<file path="config.mk">
export PLATFORM = sky130hd
export DESIGN_NAME = link_error_recovery_handler
export DESIGN_NICKNAME = d
export VERILOG_FILES = /design/src/hw/link_error_recovery_handler.v /design/src/hw/err_counter.v
export VERILOG_INCLUDE_DIRS = /design/src /design/src/hw
export SDC_FILE = /design/constraint.sdc
export NUM_CORES = 1
export LEC_CHECK = 0
export BUFFER_PORTS_ARGS = -buffer_cell sky130_fd_sc_hd__buf_2
export CORE_MARGIN = 3
export CORE_UTILIZATION = 35
export DETAILED_ROUTE_END_ITERATION = 10
export SYNTH_ARGS = -nofsm -noshare
export SYNTH_HDL_FRONTEND = slang
export SYNTH_HIERARCHICAL = 1
export SYNTH_SLANG_ARGS = --single-unit
</file>
<file path="constraint.sdc">
create_clock -name clk -period 9.55 [get_ports clk]
set_input_delay 2.865 -clock clk [delete_from_list [all_inputs] [get_ports clk]]
set_output_delay 2.865 -clock clk [all_outputs]
set_load 0.02 [all_outputs]
</file>
<file path="src/hw/link_err_map.vh">
`ifndef LINK_ERR_MAP_VH
`define LINK_ERR_MAP_VH

// ----------------------------------------
// Register offsets
// ----------------------------------------
`define ADDR_CTRL 4'h0
`define ADDR_STATUS 4'h1
`define ADDR_LINK_ERR 4'h2
`define ADDR_SOFT_ERR 4'h3
`define ADDR_TALLY 4'h4

// ----------------------------------------
// Control fields
// ----------------------------------------
`define CTRL_ENH_RATE 0
`define CTRL_DOWNSTREAM 1
`define CTRL_HUB 2
`define CTRL_DUAL_LANE 3
`define CTRL_ASSOC 4
`define CTRL_SYM_REACT 5
`define CTRL_RESET 16'h0000

// ----------------------------------------
// Link state codes
// ----------------------------------------
`define LS_NONE 3'h0
`define LS_RX_DETECT 3'h1
`define LS_INACTIVE 3'h2
`define LS_DISABLED 3'h3
`define LS_PORT_MATCH 3'h4
`define LS_RECOVERY 3'h5
`define LS_HOT_RESET 3'h6
`define LS_LOOPBACK 3'h7

// ----------------------------------------
// Timing and limits
// ----------------------------------------
`define POLL_TALLY_LIMIT 2'h2
`define DELAY_RECOV_NS 32
`define CLK_PERIOD_NS 8
`define DELAY_RECOV_CYC ((`DELAY_RECOV_NS + `CLK_PERIOD_NS - 1) / `CLK_PERIOD_NS)

`endif

</file>
<file path="src/hw/link_error_recovery_handler.v">
// Functional notes
// - Substate timeout declares training sequence error
// - Enhanced rate polling error goes port match
// - Base downstream polling: tally<2 detect, else inactive
// - Base upstream polling: hub detect, peripheral disabled
// - Base downstream recovery: inactive, hot reset detect
// - Base upstream recovery error goes inactive
// - Training errors touch neither error count
// - Flag disparity and undecodable symbol errors
// - Optional symbol error reaction: lbad, ignore, drop
// - Symbol errors leave link error count
// - Single-lane one-bit header error: soft count
// - Single-lane two-bit header error: recovery, link count
// - Dual-lane identical valid headers accepted, corrections counted
// - Association: one valid header accepted, its correction counted
// - Both headers invalid: report, recovery
// - Valid differing headers: report, recovery
// - No association: any invalid header recovery
// - Ignore unexpected link commands and headers
// - Downstream training request overrides upstream request
// - Missing framing: delayed recovery, link count
// - Bad header crc: retry, soft count
// - Sequence mismatch: recovery, link count
//
// The strobed register port and the register offsets were chosen for this implementation.
`timescale 1ns/100ps
`default_nettype none
`include "link_err_map.vh"

module link_error_recovery_handler #(
  parameter CNT_W = 16
) (
  input wire clk,
  input wire rstn,
  input wire ce,
  // Register port
  input wire [3:0] reg_addr,
  input wire [15:0] reg_wdata,
  input wire reg_wr,
  input wire reg_rd,
  output reg [15:0] reg_rdata,
  // Training substate events
  input wire ts_timeout,
  input wire ts_in_polling,
  input wire ts_hot_reset_attempt,
  // TS2 requested states
  input wire ts2_valid,
  input wire [2:0] ts2_local_req,
  input wire [2:0] ts2_partner_req,
  // Gen 1 symbol path
  input wire sym_valid,
  input wire [1:0] sym_disparity,
  input wire sym_known,
  input wire rx_in_header,
  input wire rx_in_lcmd,
  input wire rx_in_payload,
  // Block header path
  input wire bh_valid,
  input wire bh0_ok,
  input wire bh1_ok,
  input wire bh0_corr,
  input wire bh1_corr,
  input wire bh0_two_bit,
  input wire bh_match,
  // Header packet path
  input wire hp_framing_missing,
  input wire hp_crc_bad,
  input wire hp_seq_mismatch,
  input wire lc_unexpected,
  // Results
  output reg [2:0] next_state_reg,
  output reg next_state_stb_reg,
  output reg send_lbad_reg,
  output reg lcmd_drop_reg,
  output reg payload_drop_reg,
  output reg hp_retry_reg,
  output reg disparity_err_reg,
  output reg decode_err_reg,
  output reg bh_report_reg
);

  // ----------------------------------------
  // Registers
  // ----------------------------------------
  reg [15:0] ctrl_reg;
  reg [1:0] tally_reg;
  reg [1:0] run_disp_reg;
  reg [3:0] delay_cnt_reg;
  reg delay_busy_reg;
  reg [2:0] last_ts_state_reg;
  wire [CNT_W-1:0] link_err_cnt;
  wire [CNT_W-1:0] soft_err_cnt;

  wire enh_rate = ctrl_reg[`CTRL_ENH_RATE];
  wire downstream = ctrl_reg[`CTRL_DOWNSTREAM];
  wire is_hub = ctrl_reg[`CTRL_HUB];
  wire dual_lane = ctrl_reg[`CTRL_DUAL_LANE];
  wire assoc = ctrl_reg[`CTRL_ASSOC];
  wire sym_react = ctrl_reg[`CTRL_SYM_REACT];

  wire wr_ctrl = reg_wr && (reg_addr == `ADDR_CTRL);
  wire clr_counts = reg_wr && (reg_addr == `ADDR_STATUS);
  wire clr_tally = reg_wr && (reg_addr == `ADDR_TALLY);

  // ----------------------------------------
  // Training sequence error decision
  // ----------------------------------------
  reg [2:0] ts_target;
  always @*
  begin
    ts_target = `LS_NONE;
    if (enh_rate)
    begin
      if (ts_in_polling)
        ts_target = `LS_PORT_MATCH;
      else
        ts_target = `LS_INACTIVE;
    end
    else if (ts_in_polling)
    begin
      if (downstream)
        ts_target = (tally_reg < `POLL_TALLY_LIMIT) ? `LS_RX_DETECT : `LS_INACTIVE;
      else
        ts_target = is_hub ? `LS_RX_DETECT : `LS_DISABLED;
    end
    else if (downstream)
      ts_target = ts_hot_reset_attempt ? `LS_RX_DETECT : `LS_INACTIVE;
    else
      ts_target = `LS_INACTIVE;
  end

  // ----------------------------------------
  // TS2 arbitration
  // ----------------------------------------
  // Downstream request always prevails over the upstream one
  wire [2:0] ts2_win = downstream ? ts2_local_req : ts2_partner_req;

  // ----------------------------------------
  // Symbol error detection
  // ----------------------------------------
  // Running disparity held as signed two-bit code: 0, +2 (01), -2 (11)
  wire disp_bad = sym_valid && (sym_disparity == 2'b10);
  wire dec_bad = sym_valid && !sym_known;
  wire sym_err = disp_bad || dec_bad;

  // ----------------------------------------
  // Block header classification
  // ----------------------------------------
  reg bh_soft;
  reg bh_recov;
  always @*
  begin
    bh_soft = 1'b0;
    bh_recov = 1'b0;
    if (bh_valid)
    begin
      if (!dual_lane)
      begin
        bh_soft = bh0_corr && !bh0_two_bit;
        bh_recov = bh0_two_bit;
      end
      else if (bh0_ok && bh1_ok)
      begin
        if (bh_match)
          bh_soft = bh0_corr || bh1_corr;
        else
          bh_recov = 1'b1;
      end
      else if (!bh0_ok && !bh1_ok)
        bh_recov = 1'b1;
      else if (assoc)
        bh_soft = bh0_ok ? bh0_corr : bh1_corr;
      else
        bh_recov = 1'b1;
    end
  end

  // ----------------------------------------
  // Count updates
  // ----------------------------------------
  // Training and symbol errors are deliberately absent here
  wire link_inc = bh_recov || hp_seq_mismatch || hp_framing_missing;
  wire soft_inc = bh_soft || hp_crc_bad;

  err_counter #(
    .WIDTH(CNT_W)
  ) u_link_cnt (
    .clk(clk),
    .rstn(rstn),
    .ce(ce),
    .clear(clr_counts),
    .inc(link_inc),
    .count_reg(link_err_cnt)
  );

  err_counter #(
    .WIDTH(CNT_W)
  ) u_soft_cnt (
    .clk(clk),
    .rstn(rstn),
    .ce(ce),
    .clear(clr_counts),
    .inc(soft_inc),
    .count_reg(soft_err_cnt)
  );

  // ----------------------------------------
  // Control and polling tally
  // ----------------------------------------
  always @(posedge clk)
  begin
    if (!rstn)
    begin
      ctrl_reg <= `CTRL_RESET;
      tally_reg <= 2'h0;
      run_disp_reg <= 2'h0;
    end
    else if (ce)
    begin
      if (wr_ctrl)
        ctrl_reg <= reg_wdata;
      if (sym_valid)
        run_disp_reg <= sym_disparity;
      // Tally counts base-rate downstream polling timeouts; saturates at limit
      if (ts_timeout && ts_in_polling && downstream && !enh_rate
          && tally_reg != `POLL_TALLY_LIMIT)
        tally_reg <= tally_reg + 2'h1;
      else if (clr_tally)
        tally_reg <= 2'h0;
    end
  end

  // ----------------------------------------
  // Delayed recovery after framing loss
  // ----------------------------------------
  // Load value cut to the counter width on purpose
  wire [31:0] delay_load_full = `DELAY_RECOV_CYC - 1;
  wire [3:0] delay_load = delay_load_full[3:0];
  wire delay_done = delay_busy_reg && (delay_cnt_reg == 4'h0);

  always @(posedge clk)
  begin
    if (!rstn)
    begin
      delay_cnt_reg <= 4'h0;
      delay_busy_reg <= 1'b0;
    end
    else if (ce)
    begin
      // Losses inside the wait are counted but do not re-arm it
      if (hp_framing_missing && !delay_busy_reg)
      begin
        delay_busy_reg <= 1'b1;
        delay_cnt_reg <= delay_load;
      end
      else if (delay_busy_reg && delay_cnt_reg != 4'h0)
        delay_cnt_reg <= delay_cnt_reg - 4'h1;
      else if (delay_done)
        delay_busy_reg <= 1'b0;
    end
  end

  // ----------------------------------------
  // Next link state
  // ----------------------------------------
  always @(posedge clk)
  begin
    if (!rstn)
    begin
      last_ts_state_reg <= `LS_NONE;
      next_state_reg <= `LS_NONE;
      next_state_stb_reg <= 1'b0;
    end
    else if (ce)
    begin
      // Priority: timeout, recovery causes, TS2 result
      next_state_stb_reg <= 1'b0;
      if (ts_timeout)
      begin
        next_state_reg <= ts_target;
        next_state_stb_reg <= 1'b1;
        last_ts_state_reg <= ts_target;
      end
      else if (bh_recov || hp_seq_mismatch || delay_done)
      begin
        next_state_reg <= `LS_RECOVERY;
        next_state_stb_reg <= 1'b1;
      end
      else if (ts2_valid)
      begin
        next_state_reg <= ts2_win;
        next_state_stb_reg <= 1'b1;
      end
    end
  end

  // ----------------------------------------
  // Event outputs
  // ----------------------------------------
  always @(posedge clk)
  begin
    if (!rstn)
    begin
      send_lbad_reg <= 1'b0;
      lcmd_drop_reg <= 1'b0;
      payload_drop_reg <= 1'b0;
      hp_retry_reg <= 1'b0;
      disparity_err_reg <= 1'b0;
      decode_err_reg <= 1'b0;
      bh_report_reg <= 1'b0;
    end
    else if (ce)
    begin
      disparity_err_reg <= disp_bad;
      decode_err_reg <= dec_bad;
      bh_report_reg <= bh_soft || bh_recov;
      send_lbad_reg <= sym_react && sym_err && rx_in_header;
      // Unexpected commands are simply dropped
      lcmd_drop_reg <= (sym_react && sym_err && rx_in_lcmd) || lc_unexpected;
      payload_drop_reg <= sym_react && sym_err && rx_in_payload;
      hp_retry_reg <= hp_crc_bad;
    end
  end

  // ----------------------------------------
  // Register read
  // ----------------------------------------
  always @(posedge clk)
  begin
    if (!rstn)
      reg_rdata <= 16'h0000;
    else if (ce)
    begin
      if (reg_rd)
      begin
        case (reg_addr)
          `ADDR_CTRL: reg_rdata <= ctrl_reg;
          `ADDR_STATUS: reg_rdata <= {9'h000, delay_busy_reg, last_ts_state_reg,
                                      run_disp_reg, tally_reg[0]};
          `ADDR_LINK_ERR: reg_rdata <= link_err_cnt[15:0];
          `ADDR_SOFT_ERR: reg_rdata <= soft_err_cnt[15:0];
          `ADDR_TALLY: reg_rdata <= {14'h0000, tally_reg};
          default: reg_rdata <= 16'h0000;
        endcase
      end
      else
        reg_rdata <= 16'h0000;
    end
  end
endmodule

`default_nettype wire

</file>
<file path="src/hw/err_counter.v">
`timescale 1ns/100ps
`default_nettype none

// ----------------------------------------
// Saturating event counter
// ----------------------------------------
module err_counter #(
  parameter WIDTH = 16
) (
  input wire clk,
  input wire rstn,
  input wire ce,
  input wire clear,
  input wire inc,
  output reg [WIDTH-1:0] count_reg
);
  wire sat = &count_reg;

  always @(posedge clk)
  begin
    if (!rstn)
      count_reg <= {WIDTH{1'b0}};
    else if (ce)
    begin
      // A clear and an increment in the same cycle leave the count at one
      if (inc && (!sat || clear))
        count_reg <= clear ? {{(WIDTH-1){1'b0}}, 1'b1} : count_reg + 1'b1;
      else if (clear)
        count_reg <= {WIDTH{1'b0}};
    end
  end
endmodule

`default_nettype wire

</file>
==> flow_metrics.tcl <==
set metrics [dict create \
    status "finished, final reports clean" \
    path_clk_slew_ns 0.06 \
    synth-edff-count 0 \
    dpl.hpwl_mm 9.84 \
    max_freq_ghz 0.202 \
    fin_setup_tns_ns 0 \
    gr-usage-met1_pct 23.3 \
    hold_class "register to register" \
    rsz0062_at_grt "no" \
    layoutNonFillerInstCount 794 \
    worst_pin_slew_ns 0.871 \
    period_share_pct 51.9 \
    core.rowCount 42 \
    holdPathEnd "reg_rdata[2]" \
    placedCellCount 778 \
    cts_root_buf "clkbuf_16" \
    core_area_um2 13600 \
    die_w_um 125 \
    num_io_pins 80 \
    grt_usage_pct 17.4 \
    yosysMostFrequentCell "dfxtp_1" \
    slew_headroom_pct 41.7 \
    cts_resized 0 \
    rr_worst_depth 7 \
    clock_path_buffers 2 \
    grt_max_degree 42 \
    worstSkewPairLatency_ns 0.35 \
    cp.arrival_ns 5.19 \
    worst_hold_path.num_cells 2 \
    ir_drop_uv 95.4 \
    ys_seq_area_share_pct 35.0 \
    busiest_layer "met2" \
    post-route-min-period_ns 4.95 \
    ys_types 72 \
    drcViolationCount 0 \
    drt_iter0_drc 366 \
    htree_num_levels 3 \
    cts_made_buffers 9 \
    nNetsFinal 670 \
    fin_util_pct 42.4 \
    grtUsageMet2_pct 27.3 \
    netlist_instances 554 \
    gp_congestion 0.840 \
    drtAntennaViolNets 0 \
    syn_avg_cell_area_um2 8.97 \
    via_count 4472 \
    grt-ovfl-total 0 \
    ys_warn_count 6 \
    r2r_slack_ns 7.01 \
    pwr_density_cell_nw_per_um2 141 \
    worstSetupPathType "input pin to register" \
    final_layout_size_suffix_gt1_share_pct 23.6 \
    synth_common_cells "dfxtp_1 (87), nor2b_1 (30), nand2_1 (29)" \
    grt_pass1_vias 4344 \
    cts_tree "built" \
    maxSlewViolCount 0 \
    hold_ws_ns 0.462 \
    hold_violations 0 \
    post_dp_cell_area_um2 5450 \
    antenna_found_initial 1 \
    grt_use_met3_pct 3.58 \
    finalSetupViolCount 0 \
    synth_area_um2 4970 \
    r2r_start "ctrl_reg[3]" \
    syn-num-nets 611 \
    leakage_nw 2.25 \
    end_kind "register" \
    timing.rr.end "u_link_cnt/count_reg[13]" \
    wl_per_cell_um 17.3 \
    cp-start-kind "input pin" \
    port_buffers 79 \
    hold_buffers 0 \
    yosys_register_bits 87 \
    grt_pass1_wl_mm 22.2 \
    fin_skew_ns 0.00647 \
    start_util_pct 36.7 \
    postCtsSetupBuffers 0 \
    dieArea_um2 15700 \
    async_flop_share_pct 0 \
    syn_to_final_growth_pct 15.6 \
    viasPerCell 5.63 \
    yosys.area.top_type "dfxtp_1" \
    required_ns 9.79 \
    netlist.area_leader.share_pct 35.0 \
    synth_flop_cell "dfxtp_1" \
    hp-start "reg_rdata[2]" \
    wirelength_mm 13.7 \
    worstPathMaxFanout 30 \
    drv_cap 0 \
    antenna_cells 0 \
    die_h_um 125 \
    synth_area_leaders "dfxtp_1 (35%), mux2i_1 (5.4%), nor2b_1 (3.8%)" \
    dr.pass1.iters 5 \
    clock_sinks 87 \
    postLayoutCellArea_um2 5750 \
]
routing by layer:
metal,share of wire (%),up-vias,wire (um)
met4,2.0,2,277
met3,6.1,21,838
li1,-,2173,-
met1,47,2139,6460
met2,45,137,6140
met5,0.051,-,7
through the flow:
| step | worst slack (ns) | power, mW |
|---|---|---|
| after floorplan | 4.23 | 0.431 |
| after global placement | 4.31 | 0.458 |
| after detailed placement | 4.26 | 0.459 |
| after CTS | 4.65 | 0.821 |
| after global routing | 4.42 | 0.845 |
| final | 4.60 | 0.811 |
layout by cell type, fill, tap and decap left out, types with 5 or more instances in the layout:
master	count
nor4b_1	6
a22oi_1	11
nor2b_1	30
nor3b_1	7
dfxtp_1	87
and3_1	7
a21boi_0	9
nand3b_1	7
o22ai_1	18
buf_2	79
nor3_1	9
nand2_1	29
o21ai_0	15
a21oi_1	20
and2_1	14
inv_1	26
nand2b_1	12
nor2_1	26
clkbuf_16	9
a311o_1	6
mux2i_1	27
nand3_1	26
nand4_1	10
o21a_1	5
mux2_2	14
layout make-up:
type                            instances  area [um^2]
Timing Repair Buffer                   82          418
Clock buffer                           12          246
Multi-Input combinational cell        407         2970
Inverter                               26         97.6
Fill cell                            1371         7810
Tap cell                              176          220
Sequential cell                        87         1740
Clock inverter                          4         55.1
how the worst max path moves through the flow:
stage                            from                       end  slack [ns]
after floorplan           reg_addr[1]  u_link_cnt/count_reg[13]        4.23
after global placement    reg_addr[0]  u_link_cnt/count_reg[13]        4.31
after detailed placement  reg_addr[0]  u_link_cnt/count_reg[13]        4.26
after CTS                 reg_addr[0]  u_link_cnt/count_reg[13]        4.65
after global routing      reg_addr[0]  u_soft_cnt/count_reg[13]        4.42
final                     reg_addr[0]  u_link_cnt/count_reg[13]        4.60
cell families after synthesis:
kind of cell    after synthesis  share of synthesized area, %
compound gates              134                          19.8
fa+ha+maj                     4                          1.01
buf+inv                      60                          5.36
flops                        87                          35.0
mux                          46                          11.0
simple gates                218                          27.0
xor+xnor                      5                         0.881
worst max-delay path, stage by stage:
cell and delay [ns]:
buf_2 0.42, inv_1 0.13, nor4_2 0.25, buf_4 0.35, nand2b_2 0.27, nor3b_4 0.08, a21oi_2 0.29, a41oi_1 0.15
a311o_1 0.36
where the power goes:
part	switching (mW)	internal (mW)
clock network	0.148	0.211
logic	0.0450	0.0313
registers	0.00581	0.369
total	0.199	0.612
Power figures use the tool's default switching activity.
